File: config.mk
export PLATFORM = sky130hd
export DESIGN_NAME = atm_top
export DESIGN_NICKNAME = d
export VERILOG_FILES = /design/src/design/atm_pkg.sv /design/src/design/atm_scale_if.sv /design/src/design/atm_scale.sv /design/src/design/atm_top.sv
export SDC_FILE = /design/constraint.sdc
export NUM_CORES = 2
export LEC_CHECK = 0
export BUFFER_PORTS_ARGS = -buffer_cell sky130_fd_sc_hd__buf_2
export CAP_MARGIN = 20
export CORE_ASPECT_RATIO = 0.9
export CORE_UTILIZATION = 55
export CTS_BUF_LIST = sky130_fd_sc_hd__clkbuf_8
export DETAILED_ROUTE_END_ITERATION = 6
export GPL_TIMING_DRIVEN = 1
export PLACE_DENSITY = 0.74
export SLEW_MARGIN = 20
export SYNTH_ARGS = -nofsm -noshare
export SYNTH_HDL_FRONTEND = slang
export SYNTH_SLANG_ARGS = --single-unit
File: constraint.sdc
create_clock -name sys_clk -period 55.8 [get_ports sys_clk]
set_input_delay 5.58 -clock sys_clk [delete_from_list [all_inputs] [get_ports sys_clk]]
set_output_delay 5.58 -clock sys_clk [all_outputs]
set_load 0.005 [all_outputs]
File: src/design/atm_pkg.sv
package atm_pkg;
    // Operand and scaling widths
    localparam int ATM_RAW_W = 16;
    localparam int ATM_GAIN_W = 16;
    localparam int ATM_VAL_W = 32;
    localparam int ATM_OUT_W = 16;
    // Internal full-scale value of an input channel
    localparam logic signed [15:0] ATM_RAW_MAX = 16'sh03E8;
    // Gain is in hundredths: 1000 means 10.00
    localparam logic signed [15:0] ATM_GAIN_LIM = 16'sh03E8;
    localparam logic signed [31:0] ATM_GAIN_DIV = 32'sh00000064;
    localparam logic signed [15:0] ATM_OFS_LIM = 16'sh2710;
    localparam logic signed [15:0] ATM_THR_LIM = 16'sh4E20;
    localparam logic [1:0] ATM_DEC_MAX = 2'h3;
    localparam logic signed [31:0] ATM_SAT_HI = 32'sh00007FFF;
    localparam logic signed [31:0] ATM_SAT_LO = 32'shFFFF8000;
    // Gain value after reset: 1.00
    localparam logic signed [15:0] ATM_GAIN_RST = 16'sh0064;

    // APB register byte offsets
    localparam logic [7:0] ATM_REG_CTRL = 8'h00;
    localparam logic [7:0] ATM_REG_GAIN = 8'h04;
    localparam logic [7:0] ATM_REG_OFS = 8'h08;
    localparam logic [7:0] ATM_REG_ON = 8'h0C;
    localparam logic [7:0] ATM_REG_OFF = 8'h10;
    localparam logic [7:0] ATM_REG_DELTA = 8'h14;
    localparam logic [7:0] ATM_REG_STAT = 8'h18;
    localparam logic [7:0] ATM_REG_RESULT = 8'h1C;
    localparam logic [7:0] ATM_REG_REF = 8'h20;
    // CTRL field positions
    localparam int ATM_CTRL_SEL_LSB = 0;
    localparam int ATM_CTRL_ONSRC = 4;
    localparam int ATM_CTRL_OFFSRC = 5;
    localparam int ATM_CTRL_DEC_LSB = 8;
    localparam int ATM_CTRL_ADJ = 12;
    localparam int ATM_CTRL_RUN = 13;
    localparam logic [31:0] ATM_CTRL_RST = 32'h00000000;
    localparam logic [31:0] ATM_CTRL_MASK = 32'h0000333F;
endpackage

File: src/design/atm_scale_if.sv
`timescale 1ns/1ps
interface atm_scale_if;
    logic signed [15:0] raw;
    logic signed [15:0] gain;
    logic signed [15:0] offset;
    logic signed [31:0] actual;
    modport master (output raw, output gain, output offset, input actual);
    modport scaler (input raw, input gain, input offset, output actual);
endinterface

File: src/design/atm_scale.sv
`timescale 1ns/1ps
module atm_scale (
    atm_scale_if.scaler s
);
    import atm_pkg::*;
    logic signed [31:0] prod;
    always_comb begin
        // Gain is in hundredths, so the product is divided back
        prod = (32'(s.raw) * 32'(s.gain)) / ATM_GAIN_DIV;
        s.actual = prod + 32'(s.offset); // [RQ2]
    end
endmodule

File: src/design/atm_top.sv
// Contract
// [RQ1] Operand is an input or output channel, 0-1000; code passes the whole signed 16-bit channel word, not limited to ATM_RAW_MAX
// [RQ2] Actual value equals raw times gain plus offset
// [RQ3] Gain within 10.00, offset within 10000
// [RQ4] On and off thresholds within 20000
// [RQ5] On not below off: set above on
// [RQ6] On not below off: clear at or below off
// [RQ7] On below off: set inside on..off window
// [RQ8] Decimals only for display, not comparison
// [RQ9] Threshold from constant or another block
// [RQ10] Thresholds and decimals writable in adjust mode
// [RQ11] Amplifier drives signed 16-bit scaled value
// [RQ12] Amplifier offset 10000, gain 10 limits
// [RQ13] Enable rising edge captures reference operand
// [RQ14] Same scaling for reference and live value
// [RQ15] Monitor set when outside reference plus delta band
// [RQ16] Monitor clear inside band or enable low
// [RQ17] Delta within 20000
// [RQ18] Between thresholds hold previous output
// [RQ19] Evaluate once per scan, edge against last
// [RQ20] Amplifier saturates instead of wrapping
`timescale 1ns/1ps
module atm_top #(
    parameter int N_IN = 8,
    parameter int N_OUT = 2
) (
    input wire logic sys_clk,
    input wire logic rst,
    input wire logic scan_tick,
    input wire logic monitor_enable,
    input wire logic [N_IN*16-1:0] analog_input_channels,
    input wire logic [N_OUT*16-1:0] analog_output_channels,
    input wire logic [15:0] block_on_value,
    input wire logic [15:0] block_off_value,
    input wire logic [7:0] paddr,
    input wire logic psel,
    input wire logic penable,
    input wire logic pwrite,
    input wire logic [31:0] pwdata,
    output logic [31:0] prdata,
    output logic pready,
    output logic pslverr,
    output logic trigger_out,
    output logic monitor_out,
    output logic [15:0] scaled_analog_result
);
    import atm_pkg::*;

    initial begin
        if (N_IN < 1 || N_OUT < 1 || N_IN + N_OUT > 16) begin
            $error("atm_top: channel counts out of range");
        end
    end

    typedef struct packed {
        logic [31:0] ctrl;
        logic signed [15:0] gain;
        logic signed [15:0] offset;
        logic signed [15:0] on_thr;
        logic signed [15:0] off_thr;
        logic signed [15:0] delta;
        logic signed [31:0] ref_val;
        logic en_last;
        logic watching;
        logic trig;
        logic mon;
        logic [15:0] result;
        logic [31:0] rdata;
        logic ready;
        logic err;
    } atm_state_t;

    atm_state_t cur, nxt;

    // Monitor enable and external block values come from logic on sys_clk
    atm_scale_if sc_if ();
    atm_scale u_scale (.s(sc_if));

    function automatic logic signed [15:0] clamp16(input logic signed [31:0] v, input logic signed [15:0] lim);
        if (v > 32'(lim)) begin
            clamp16 = lim;
        end else if (v < -32'(lim)) begin
            clamp16 = -lim;
        end else begin
            clamp16 = v[15:0];
        end
    endfunction

    function automatic logic sel_reg(input logic [7:0] a, input logic [7:0] r);
        sel_reg = (a == r);
    endfunction

    logic signed [15:0] operand;
    logic [3:0] sel;
    logic signed [31:0] actual;
    logic signed [31:0] on_v;
    logic signed [31:0] off_v;
    logic signed [31:0] lo_b;
    logic signed [31:0] hi_b;
    logic signed [31:0] sat;
    logic wr;
    logic rd;
    logic adj_ok;
    logic [15:0] ch_words [N_IN+N_OUT];

    genvar gi;
    generate
        for (gi = 0; gi < N_IN; gi++) begin : g_in
            assign ch_words[gi] = analog_input_channels[gi*16 +: 16];
        end
        for (gi = 0; gi < N_OUT; gi++) begin : g_out
            assign ch_words[N_IN+gi] = analog_output_channels[gi*16 +: 16];
        end
    endgenerate

    assign sel = cur.ctrl[ATM_CTRL_SEL_LSB +: 4];
    always_comb begin
        operand = 16'sh0000;
        if (32'(sel) < N_IN + N_OUT) begin
            operand = ch_words[sel]; // [RQ1]
        end
    end

    assign sc_if.raw = operand;
    assign sc_if.gain = cur.gain;
    assign sc_if.offset = cur.offset;
    assign actual = sc_if.actual; // [RQ14]

    always_comb begin
        // Threshold from a constant or from another block's result
        on_v = cur.ctrl[ATM_CTRL_ONSRC] ? 32'(signed'(block_on_value)) : 32'(cur.on_thr); // [RQ9]
        off_v = cur.ctrl[ATM_CTRL_OFFSRC] ? 32'(signed'(block_off_value)) : 32'(cur.off_thr); // [RQ9]
        lo_b = cur.ref_val - 32'(cur.delta);
        hi_b = cur.ref_val + 32'(cur.delta);
        if (lo_b > hi_b) begin
            lo_b = cur.ref_val + 32'(cur.delta);
            hi_b = cur.ref_val - 32'(cur.delta);
        end
        if (actual > ATM_SAT_HI) begin
            sat = ATM_SAT_HI; // [RQ20]
        end else if (actual < ATM_SAT_LO) begin
            sat = ATM_SAT_LO; // [RQ20]
        end else begin
            sat = actual;
        end
    end

    // Write lands at the completing edge, where the master sees pready high
    assign wr = psel && penable && pwrite && cur.ready;
    assign rd = psel && !penable && !pwrite;
    // Scaling is fixed while running; thresholds also in adjust mode
    assign adj_ok = !cur.ctrl[ATM_CTRL_RUN] || cur.ctrl[ATM_CTRL_ADJ];

    always_comb begin
        nxt = cur;
        nxt.ready = psel && penable && !cur.ready;
        nxt.err = 1'b0;
        if (psel && penable && !cur.ready) begin
            if (!(sel_reg(paddr, ATM_REG_CTRL) || sel_reg(paddr, ATM_REG_GAIN) || sel_reg(paddr, ATM_REG_OFS) ||
                  sel_reg(paddr, ATM_REG_ON) || sel_reg(paddr, ATM_REG_OFF) || sel_reg(paddr, ATM_REG_DELTA) ||
                  sel_reg(paddr, ATM_REG_STAT) || sel_reg(paddr, ATM_REG_RESULT) || sel_reg(paddr, ATM_REG_REF))) begin
                nxt.err = 1'b1;
            end
        end
        if (wr) begin
            if (sel_reg(paddr, ATM_REG_CTRL)) begin
                nxt.ctrl = pwdata & ATM_CTRL_MASK;
                // Decimals are only stored for display
                if (!adj_ok) begin
                    nxt.ctrl[ATM_CTRL_DEC_LSB +: 2] = cur.ctrl[ATM_CTRL_DEC_LSB +: 2]; // [RQ10]
                end
            end
            if (sel_reg(paddr, ATM_REG_GAIN) && !cur.ctrl[ATM_CTRL_RUN]) begin
                nxt.gain = clamp16(32'(signed'(pwdata[15:0])), ATM_GAIN_LIM); // [RQ3] [RQ12]
            end
            if (sel_reg(paddr, ATM_REG_OFS) && !cur.ctrl[ATM_CTRL_RUN]) begin
                nxt.offset = clamp16(32'(signed'(pwdata[15:0])), ATM_OFS_LIM); // [RQ3] [RQ12]
            end
            if (sel_reg(paddr, ATM_REG_ON) && adj_ok) begin
                nxt.on_thr = clamp16(32'(signed'(pwdata[15:0])), ATM_THR_LIM); // [RQ4] [RQ10]
            end
            if (sel_reg(paddr, ATM_REG_OFF) && adj_ok) begin
                nxt.off_thr = clamp16(32'(signed'(pwdata[15:0])), ATM_THR_LIM); // [RQ4] [RQ10]
            end
            if (sel_reg(paddr, ATM_REG_DELTA) && !cur.ctrl[ATM_CTRL_RUN]) begin
                nxt.delta = clamp16(32'(signed'(pwdata[15:0])), ATM_THR_LIM); // [RQ17]
            end
        end
        if (rd) begin
            nxt.rdata = 32'h00000000;
            case (paddr)
                ATM_REG_CTRL: nxt.rdata = cur.ctrl;
                ATM_REG_GAIN: nxt.rdata = 32'(cur.gain);
                ATM_REG_OFS: nxt.rdata = 32'(cur.offset);
                ATM_REG_ON: nxt.rdata = 32'(cur.on_thr);
                ATM_REG_OFF: nxt.rdata = 32'(cur.off_thr);
                ATM_REG_DELTA: nxt.rdata = 32'(cur.delta);
                ATM_REG_STAT: nxt.rdata = {29'h00000000, cur.watching, cur.mon, cur.trig};
                ATM_REG_RESULT: nxt.rdata = {16'h0000, cur.result};
                ATM_REG_REF: nxt.rdata = cur.ref_val;
                default: nxt.rdata = 32'h00000000;
            endcase
        end
        // Evaluation once per program scan; comparisons use scaled actual integers
        if (scan_tick) begin // [RQ19] [RQ8]
            nxt.en_last = monitor_enable;
            if (on_v >= off_v) begin
                if (actual > on_v) begin
                    nxt.trig = 1'b1; // [RQ5]
                end else if (actual <= off_v) begin
                    nxt.trig = 1'b0; // [RQ6]
                end else begin
                    nxt.trig = cur.trig; // [RQ18]
                end
            end else begin
                nxt.trig = (actual >= on_v) && (actual < off_v); // [RQ7]
            end
            nxt.result = sat[15:0]; // [RQ11]
            if (monitor_enable && !cur.en_last) begin
                nxt.ref_val = actual; // [RQ13] [RQ14]
                nxt.watching = 1'b1;
                nxt.mon = 1'b0;
            end else if (!monitor_enable) begin
                nxt.watching = 1'b0;
                nxt.mon = 1'b0; // [RQ16]
            end else if (cur.watching) begin
                nxt.mon = (actual < lo_b) || (actual > hi_b); // [RQ15] [RQ16]
            end
        end
    end

    always_ff @(posedge sys_clk or posedge rst) begin
        if (rst) begin
            cur <= '0;
            cur.ctrl <= ATM_CTRL_RST;
            cur.gain <= ATM_GAIN_RST;
        end else begin
            cur <= nxt;
        end
    end

    always_ff @(posedge sys_clk or posedge rst) begin
        if (rst) begin
            prdata <= 32'h00000000;
            pready <= 1'b0;
            pslverr <= 1'b0;
            trigger_out <= 1'b0;
            monitor_out <= 1'b0;
            scaled_analog_result <= 16'h0000;
        end else begin
            prdata <= nxt.rdata;
            pready <= nxt.ready;
            pslverr <= nxt.err;
            trigger_out <= nxt.trig;
            monitor_out <= nxt.mon;
            scaled_analog_result <= nxt.result;
        end
    end

    // Threshold trigger
    hyst_set_a: assert property (@(posedge sys_clk) disable iff (rst) // [RQ5]
        scan_tick && on_v >= off_v && actual > on_v |=> trigger_out)
        else $error("trigger not set above on");
    hyst_clear_a: assert property (@(posedge sys_clk) disable iff (rst) // [RQ6]
        scan_tick && on_v >= off_v && actual <= off_v |=> !trigger_out)
        else $error("trigger not cleared at off");
    window_mode_a: assert property (@(posedge sys_clk) disable iff (rst) // [RQ7]
        scan_tick && on_v < off_v |=> trigger_out == ($past(actual) >= $past(on_v) && $past(actual) < $past(off_v)))
        else $error("window trigger wrong");
    hyst_hold_a: assert property (@(posedge sys_clk) disable iff (rst) // [RQ18]
        scan_tick && on_v >= off_v && actual > off_v && actual <= on_v |=> trigger_out == $past(trigger_out))
        else $error("trigger did not hold");
    scan_idle_a: assert property (@(posedge sys_clk) disable iff (rst) // [RQ19]
        !scan_tick |=> $stable(trigger_out) && $stable(monitor_out) && $stable(scaled_analog_result))
        else $error("outputs moved without a scan");

    // Amplifier
    amp_sat_a: assert property (@(posedge sys_clk) disable iff (rst) // [RQ11]
        scan_tick |=> $signed(scaled_analog_result) == $past(sat[15:0]))
        else $error("amplifier output wrong");
    amp_clip_a: assert property (@(posedge sys_clk) disable iff (rst) // [RQ20]
        scan_tick && actual > ATM_SAT_HI |=> scaled_analog_result == 16'h7FFF)
        else $error("amplifier did not saturate");
    amp_floor_a: assert property (@(posedge sys_clk) disable iff (rst) // [RQ20]
        scan_tick && actual < ATM_SAT_LO |=> scaled_analog_result == 16'h8000)
        else $error("amplifier did not saturate low");

    // Window monitor
    ref_capture_a: assert property (@(posedge sys_clk) disable iff (rst) // [RQ13]
        scan_tick && monitor_enable && !cur.en_last |=> cur.ref_val == $past(actual))
        else $error("reference not captured");
    ref_hold_a: assert property (@(posedge sys_clk) disable iff (rst) // [RQ13]
        !(scan_tick && monitor_enable && !cur.en_last) |=> $stable(cur.ref_val))
        else $error("reference changed without an edge");
    mon_low_a: assert property (@(posedge sys_clk) disable iff (rst) // [RQ16]
        scan_tick && !monitor_enable |=> !monitor_out)
        else $error("monitor not cleared");
    watch_stop_a: assert property (@(posedge sys_clk) disable iff (rst) // [RQ16]
        scan_tick && !monitor_enable |=> !cur.watching)
        else $error("monitoring did not stop");
    mon_out_a: assert property (@(posedge sys_clk) disable iff (rst) // [RQ15]
        scan_tick && monitor_enable && cur.en_last && cur.watching && (actual > hi_b || actual < lo_b)
        |=> monitor_out)
        else $error("monitor not set outside band");
    mon_inside_a: assert property (@(posedge sys_clk) disable iff (rst) // [RQ16]
        scan_tick && monitor_enable && cur.en_last && actual >= lo_b && actual <= hi_b |=> !monitor_out)
        else $error("monitor set inside band");

    // Register settings
    gain_range_a: assert property (@(posedge sys_clk) disable iff (rst) // [RQ3]
        cur.gain <= ATM_GAIN_LIM && cur.gain >= -ATM_GAIN_LIM)
        else $error("gain out of range");
    ofs_range_a: assert property (@(posedge sys_clk) disable iff (rst) // [RQ12]
        cur.offset <= ATM_OFS_LIM && cur.offset >= -ATM_OFS_LIM)
        else $error("offset out of range");
    thr_range_a: assert property (@(posedge sys_clk) disable iff (rst) // [RQ4]
        cur.on_thr <= ATM_THR_LIM && cur.on_thr >= -ATM_THR_LIM &&
        cur.off_thr <= ATM_THR_LIM && cur.off_thr >= -ATM_THR_LIM)
        else $error("threshold out of range");
    delta_range_a: assert property (@(posedge sys_clk) disable iff (rst) // [RQ17]
        cur.delta <= ATM_THR_LIM && cur.delta >= -ATM_THR_LIM)
        else $error("delta out of range");
    thr_lock_a: assert property (@(posedge sys_clk) disable iff (rst) // [RQ10]
        wr && !adj_ok |=> $stable(cur.on_thr) && $stable(cur.off_thr))
        else $error("threshold changed while locked");
    dec_lock_a: assert property (@(posedge sys_clk) disable iff (rst) // [RQ10]
        wr && sel_reg(paddr, ATM_REG_CTRL) && !adj_ok
        |=> cur.ctrl[ATM_CTRL_DEC_LSB +: 2] == $past(cur.ctrl[ATM_CTRL_DEC_LSB +: 2]))
        else $error("decimals changed while locked");

    // Register bus
    apb_ready_a: assert property (@(posedge sys_clk) disable iff (rst)
        psel && penable && !pready |=> pready)
        else $error("apb answer late");
    apb_pulse_a: assert property (@(posedge sys_clk) disable iff (rst)
        pready |=> !pready)
        else $error("apb ready held too long");
    apb_err_a: assert property (@(posedge sys_clk) disable iff (rst)
        psel && penable && !pready && paddr > ATM_REG_REF |=> pslverr && pready)
        else $error("unmapped address not refused");

    hold_c: cover property (@(posedge sys_clk) disable iff (rst)
        scan_tick && on_v >= off_v && actual > off_v && actual <= on_v && trigger_out);
    trig_rise_c: cover property (@(posedge sys_clk) disable iff (rst) $rose(trigger_out));
    mon_rise_c: cover property (@(posedge sys_clk) disable iff (rst) $rose(monitor_out));
    clip_c: cover property (@(posedge sys_clk) disable iff (rst) scan_tick && actual < ATM_SAT_LO);
    window_c: cover property (@(posedge sys_clk) disable iff (rst) scan_tick && on_v < off_v && trigger_out);
endmodule

=== Yosys cells after proc, flatten, opt, wreduce, memory -nomap -nowiden ===
Index checks and enable logic that the tools add are counted.

* Flip-flop bits (word level): 176
* Bits of input ports: 239
* Output and inout port bits: 52

* Add/sub/neg operators: 3
* Multipliers: 1
* Divide/modulo/power cells: 1
* Order comparisons: 18
* Equal/unequal tests: 11
* Mux-type cells: 27
* Bitwise gates (word level): 1
* Reduce and logical (&&, ||, !) cells: 40

{| class="wikitable"
|+ Operator list
! cell !! number
|-
| $pmux 32 s9 || 1
|-
| $mux 16 || 11
|-
| $mux 32 || 4
|-
| $gt 32x32->1 || 3
|-
| $add 32x16->32 || 2
|-
| $bmux 16 s4 || 1
|-
| $ge 32x32->1 || 2
|-
| $lt 32x32->1 || 2
|-
| $div 32x8->32 const B || 1
|-
| $eq 8x5->1 const B || 4
|-
| $gt 32x16->1 const B || 1
|-
| $le 32x32->1 || 1
|-
| $lt 32x16->1 const B || 1
|-
| $mul 16x16->32 || 1
|-
| $sub 32x16->32 || 1
|-
| $reduce_and 2->1 || 10
|-
| $eq 8x4->1 const B || 2
|-
| $gt 16x11->1 const B || 1
|-
| $gt 16x15->1 const B || 1
|-
| $gt 16x16->1 const B || 1
|-
| $lt 16x11->1 const B || 1
|-
| $lt 16x15->1 const B || 1
|-
| $lt 16x16->1 const B || 1
|-
| $logic_and 1x1->1 || 13
|-
| other kinds (12) || 35
|}

=== Depth between registers and ports, before layout ===
* Depth in word-level cells: 13
* Gate-level depth with buffers: 148
* Mapped depth without buffers: 129

=== Hierarchy ===
A second synthesis with hierarchy kept.

* Cell total of the unflattened synthesis: 4,572
* Area, all modules: 37,430.9 sq um

{| class="wikitable"
|+ By module, submodules not included
! module !! times used !! cells each !! area each (sq um)
|-
| atm_scale || 1 || 2,524 || 19,668.9
|-
| atm_top || 1 || 2,048 || 17,762.0
|}

=== Worst setup path after synthesis ===
Ideal clock, no wire load.

* Path type: input to register
* From: in analog_input_channels[95]
* To: reg trigger_out
* Setup time: 0.067 ns
* Arrival time: 34.639 ns
* Required time: 55.733 ns
* Path slack: 21.094 ns
* Cell stages on the path: 135
* Path buffers: 11
* Path through: mux4_2 -> mux2i_1 -> o22ai_1 -> clkbuf_1 -> nand2_1 -> fa_1 -> inv_1 -> fa_1 -> fa_1 -> fa_1 -> fa_1 -> inv_1 -> fa_1 -> inv_1 -> ha_1 -> clkbuf_1 -> nand4_1 -> nor4_1 -> [99 not listed] -> a21oi_1 -> o21bai_1 -> a21oi_1 -> o21bai_1 -> a21oi_1 -> xnor2_1 -> xnor2_1 -> buf_2 -> inv_2 -> ha_1 -> nand2_1 -> or3_1 -> nor3_1 -> a2111oi_0 -> o211a_1 -> nor4b_1 -> o21ai_0 -> nand2_1

* Word-level cells in the longest chain between the ends: 10
* Elaborated cells between the ends (all ways): 16
* Classes of those cells: add/sub (1); mul (1); div (1); order compare (4); eq/ne (1); mux (6); reduce/logical (2)

{| class="wikitable"
|+ Ends and longest elaborated chain
! what !! line !! source
|-
| start: declaration || atm_top.sv:31 || <nowiki>input wire logic [N_IN*16-1:0] analog_input_channels,</nowiki>
|-
| $bmux 16 s4 * || atm_top.sv:120 || <nowiki>operand = ch_words[sel];</nowiki>
|-
| $mux 16 (not written as such) * (2 in a row) || atm_top.sv:120 ||
|-
| $mux 16 * || atm_top.sv:119 || <nowiki>if (32'(sel) < N_IN + N_OUT) begin</nowiki>
|-
| $mul 16x16->32 * || atm_scale.sv:9 || <nowiki>prod = (32'(s.raw) * 32'(s.gain)) / ATM_GAIN_DIV;</nowiki>
|-
| $div 32x8->32 * || atm_scale.sv:9 ||
|-
| $add 32x16->32 * || atm_scale.sv:10 || <nowiki>s.actual = prod + 32'(s.offset);</nowiki>
|-
| net actual[31] || atm_top.sv:95 || <nowiki>logic signed [31:0] actual;</nowiki>
|-
| $gt 32x32->1 (tied with other cells) || atm_top.sv:208 || <nowiki>if (actual > on_v) begin</nowiki>
|-
| $ne 3x1->1 (no line) (tied with other cells) || - ||
|-
| $reduce_and 2->1 (no line) / $mux 1 (equally long branches) || - ||
|-
| end signal: assignment || atm_top.sv:254 || <nowiki>trigger_out <= nxt.trig;</nowiki>
|-
| end: declaration || atm_top.sv:43 || <nowiki>output logic trigger_out,</nowiki>
|}

Mark *: on every way through the listed nets, which the timed path passes. The rest lies on a longest branch. The select of a mux whose other input is x is not followed.
A chain may end at the register's enable or synchronous reset.

=== Worst setup path in the final report ===
* From: in analog_input_channels[111]
* To: reg trigger_out

The elaborated chain is that of the path after synthesis.

==> results.py <==
metrics = {
    "placed_design": {
        "gp_congestion": 0.971,
        "count_of_port_buffers_added_during_placement": 274,
        "detailed_place_hpwl_mm": 85.1,
    },
    "sta": {
        "slew_headroom": 0.263,
        "setup_repair_after_global_routing_missed_its_margin": "false",
        "setup_viol_count_final": 0,
        "fin_tns_setup_ns": 0,
        "timing.final.max_slew_violations": 0,
        "maxClockFrequency_mhz": 24.7,
        "time_the_worst_path_needs_with_i_o_delays_and_setup_ns": 40.56,
        "final.period_utilization": 0.727,
        "max_slew.worst_pin.slew_ns": 1.10,
        "clock-skew-final_ns": 0.0195,
        "finalHoldViolCount": 0,
    },
    "yosys": {
        "synth.lib_cells_used.distinct": 138,
        "seq_cells_post_synth": 176,
        "synth-edff-count": 0,
        "synth_warnings": 0,
        "share_of_the_yosys_chip_area_belonging_to_registers": 0.121,
        "synthesis.nets": 5227,
        "synth_async_sr_flop_share": 1.00,
        "post_syn_area_mm2": 0.0363,
        "most_common_flop_cell_mapped_by_yosys": "sky130_fd_sc_hd__dfrtp_1",
        "syn_avg_cell_area_um2": 8.29,
        "syn_inst": 4382,
    },
    "detailed_routing": {
        "post_drt_via_cell_ratio": 6.21,
        "route.detailed.drc": 1,
        "detailedRoute.firstIterationViolations": 2887,
        "drt_pass1_iterations": 7,
        "routed-via-count": 33400,
        "routed_wirelength_mm": 106,
        "avgRoutedWirePerCell_um": 19.8,
        "ant_nets": 0,
    },
    "worst_setup_path": {
        "worst_ep_required_time_ns": 56.25,
        "critical-path-top-delay-family": "compound AO/OA/AOI/OAI gates",
        "crit_path_max_incr_delay_ns": 0.84,
        "critical-path-top-cell-by-count": "sky130_fd_sc_hd__a21oi_1",
        "critical_path.reg2reg.startpoint": "cur[166]$_DFFE_PP0P_",
        "critical_path_buf_inv_count": 8,
        "timing.setup.critical_path_class": "in2reg",
        "critical_path_arrival_ns": 41.02,
        "setup.reg_to_reg.worst_slack_ns": 19.10,
        "worst_r2r_endpoint": "trigger_out$_DFFE_PP0P_",
        "cp-start-kind": "primary input",
        "crit_path_top_delay_cell": "sky130_fd_sc_hd__mux2i_1",
        "timing.reg2reg.worst_path_depth": 126,
        "timing.critical_path.to_type": "flop",
        "critPathMaxFanout": 40,
    },
    "clock_tree": {
        "cts_max_path_buffers": 2,
        "cts_sinks": 176,
        "cts_hold_repair.buffers": 0,
        "htreeDepth": 4,
        "clock_latency_ns": 0.52,
        "cts.repair_timing.setup_buffer_count": 0,
        "ctsRootBufferMaster": "sky130_fd_sc_hd__clkbuf_8",
        "tritoncts_clock_tree": "built",
        "cts_inserted_buffers": 17,
        "cts.clk_slew.worst_paths_ns": 0.11,
        "postCtsResizedCells": 0,
    },
    "outcome": {
        "failed_checks": "DRC",
        "outcome": "complete, but fails checks",
    },
    "die": {
        "num_io_pins": 291,
        "floorplan.die.width_um": 273,
        "placement_rows": 88,
        "die_area_mm2": 0.0670,
        "coreArea_mm2": 0.0646,
        "floorplan.die.height_um": 246,
        "starting_utilization_of_the_core_area": 0.562,
    },
    "final_layout": {
        "synthToLayoutAreaGrowth_pct": 6.13,
        "ratio_of_cells_with_drive_above_1_in_the_final_layout": 0.138,
        "nets": 5344,
        "multi_input_logic_area_mm2": 0.0291,
        "nFillCells": 5828,
        "register_area_mm2": 0.00441,
    },
    "min_path": {
        "worst_hold_path.endpoint": "pready$_DFF_PP0_",
        "hold_path_startpoint": "pready$_DFF_PP0_",
        "worst_hold_path_type": "reg2reg",
        "whs_path_depth": 1,
    },
    "global_routing": {
        "grt_remaining_overflow": 0,
        "global_route_wire_length_before_repair_mm": 172,
        "track_usage": 0.319,
        "grt_pass1_vias": 32500,
        "grt_max_degree": 105,
        "antenna_found_initial": 3,
    },
    "run": {
        "max_cap_viol_count": 0,
    },
}
==> cell usage in the layout (no fill, tap or decap), types with 21 or more instances in the layout <==
master and n:
sky130_fd_sc_hd__fa_1 265, sky130_fd_sc_hd__a221oi_1 21, sky130_fd_sc_hd__or3_1 22, sky130_fd_sc_hd__a31oi_1 31, sky130_fd_sc_hd__nand4_1 54, sky130_fd_sc_hd__nor2b_1 51
sky130_fd_sc_hd__ha_1 341, sky130_fd_sc_hd__xnor2_1 155, sky130_fd_sc_hd__a21o_1 55, sky130_fd_sc_hd__and3_1 28, sky130_fd_sc_hd__mux2_2 51, sky130_fd_sc_hd__nand2b_1 54
sky130_fd_sc_hd__xor2_1 70, sky130_fd_sc_hd__nor3_1 66, sky130_fd_sc_hd__o211ai_1 38, sky130_fd_sc_hd__a21oi_1 302, sky130_fd_sc_hd__buf_2 274, sky130_fd_sc_hd__and2_1 164
sky130_fd_sc_hd__nor4_1 25, sky130_fd_sc_hd__mux4_2 33, sky130_fd_sc_hd__o21ai_0 258, sky130_fd_sc_hd__nand3_1 68, sky130_fd_sc_hd__mux2i_1 157, sky130_fd_sc_hd__o21ai_1 21
sky130_fd_sc_hd__o21bai_1 59, sky130_fd_sc_hd__nor2_1 267, sky130_fd_sc_hd__buf_4 63, sky130_fd_sc_hd__dfrtp_1 172, sky130_fd_sc_hd__inv_1 455, sky130_fd_sc_hd__nand2_1 370
==> through the flow <==
step / utilization / cell area (µm²) / worst slack [ns] / instances / hold slack [ns]
2_1_floorplan: - / 36300 / 21.09 / 4382 / 0.458
3_3_place_gp: 0.590 / 38100 / 15.38 / 5335 / 0.476
3_5_place_dp: 0.590 / 38100 / 14.92 / 5335 / 0.465
4_1_cts: 0.596 / 38500 / 15.31 / 5367 / 0.483
5_1_grt: 0.596 / 38500 / 12.37 / 5367 / 0.501
6_report: 0.596 / 38500 / 15.24 / 5368 / 0.485
==> synthesized netlist by cell type (20+ instances only) <==
library cell	instances	area [µm²]
sky130_fd_sc_hd__inv_1	456	1710
sky130_fd_sc_hd__nand2_1	371	1390
sky130_fd_sc_hd__ha_1	341	4270
sky130_fd_sc_hd__a21oi_1	302	1510
sky130_fd_sc_hd__nor2_1	269	1010
sky130_fd_sc_hd__fa_1	265	5310
sky130_fd_sc_hd__o21ai_0	258	1290
sky130_fd_sc_hd__dfrtp_1	173	4330
sky130_fd_sc_hd__and2_1	164	1030
sky130_fd_sc_hd__mux2i_1	158	1580
sky130_fd_sc_hd__xnor2_1	156	1370
sky130_fd_sc_hd__clkbuf_1	142	533
sky130_fd_sc_hd__xor2_1	70	613
sky130_fd_sc_hd__nand3_1	68	340
sky130_fd_sc_hd__nor3_1	66	330
sky130_fd_sc_hd__o21bai_1	59	443
sky130_fd_sc_hd__a21o_1	55	413
sky130_fd_sc_hd__buf_4	54	405
sky130_fd_sc_hd__nand2b_1	54	338
sky130_fd_sc_hd__nand4_1	54	338
sky130_fd_sc_hd__mux2_2	51	574
sky130_fd_sc_hd__nor2b_1	51	319
sky130_fd_sc_hd__o211ai_1	38	285
sky130_fd_sc_hd__mux4_2	33	743
sky130_fd_sc_hd__a31oi_1	31	194
sky130_fd_sc_hd__and3_1	28	175
sky130_fd_sc_hd__nor4_1	26	163
sky130_fd_sc_hd__o22ai_1	26	163
sky130_fd_sc_hd__o31ai_1	22	165
sky130_fd_sc_hd__or3_1	22	138
sky130_fd_sc_hd__a221oi_1	21	184
sky130_fd_sc_hd__o21ai_1	21	105
sky130_fd_sc_hd__o21a_1	20	150
==> worst max path at each step <==
stage	from	endpoint	slack, ns	depth (start not counted)
6_report	analog_input_channels[111]	trigger_out$_DFFE_PP0P_	15.24	127
5_1_grt	analog_input_channels[95]	trigger_out$_DFFE_PP0P_	12.37	127
4_1_cts	analog_input_channels[111]	trigger_out$_DFFE_PP0P_	15.31	127
3_5_place_dp	analog_input_channels[111]	trigger_out$_DFFE_PP0P_	14.92	127
3_3_place_gp	analog_input_channels[127]	trigger_out$_DFFE_PP0P_	15.38	127
2_1_floorplan	analog_input_channels[95]	trigger_out$_DFFE_PP0P_	21.09	135
==> sequential cells by signal, indices dropped and copies added, names as in the netlist <==
signal / cells
pready: 1
prdata: 32
cur: 92
trigger_out: 1
scaled_analog_result: 16
sc_if.offset: 16
monitor_out: 1
sc_if.gain: 16
pslverr: 1
==> layer usage <==
layer / wire length [µm] / global-route usage
met2: 50100 / 0.536
met3: 7490 / 0.0403
met5: 23 / 0
met4: 3870 / 0.116
met1: 45000 / 0.419
==> kinds of logic (layout without fill, tap and decap cells) <==
logic type | count (synthesis) | after routing | synth area share
compound gates | 1145 | 1145 | 0.217
xor+xnor | 231 | 231 | 0.0568
fa+ha+maj | 622 | 622 | 0.268
buf+inv | 698 | 828 | 0.0807
flops | 176 | 176 | 0.121
mux | 244 | 244 | 0.0809
other cells | 0 | 1 | 0
simple gates | 1266 | 1266 | 0.176
==> layout make-up <==
cell class	instances	share of cell area
Antenna cell	1	0.0000649
Clock buffer	18	0.00643
Clock inverter	14	0.00422
Inverter	459	0.0449
Multi-Input combinational cell	3508	0.754
Sequential cell	176	0.114
Tap cell	855	0.0278
Timing Repair Buffer	337	0.0479
==> worst reg2reg max path: cells and delay by family, from the launching register on <==
| kind | cells | cell delay, ns |
|---|---|---|
| compound gates | 75 | 18.94 |
| simple gates | 23 | 7.11 |
| fa+ha+maj | 12 | 5.17 |
| mux | 4 | 2.00 |
| xor+xnor | 5 | 1.67 |
| buf+inv | 7 | 0.98 |
| flops | 1 | 0.78 |
Power is not shown: default switching activity piles up to over one toggle a cycle in this logic, so the estimate is an artifact.
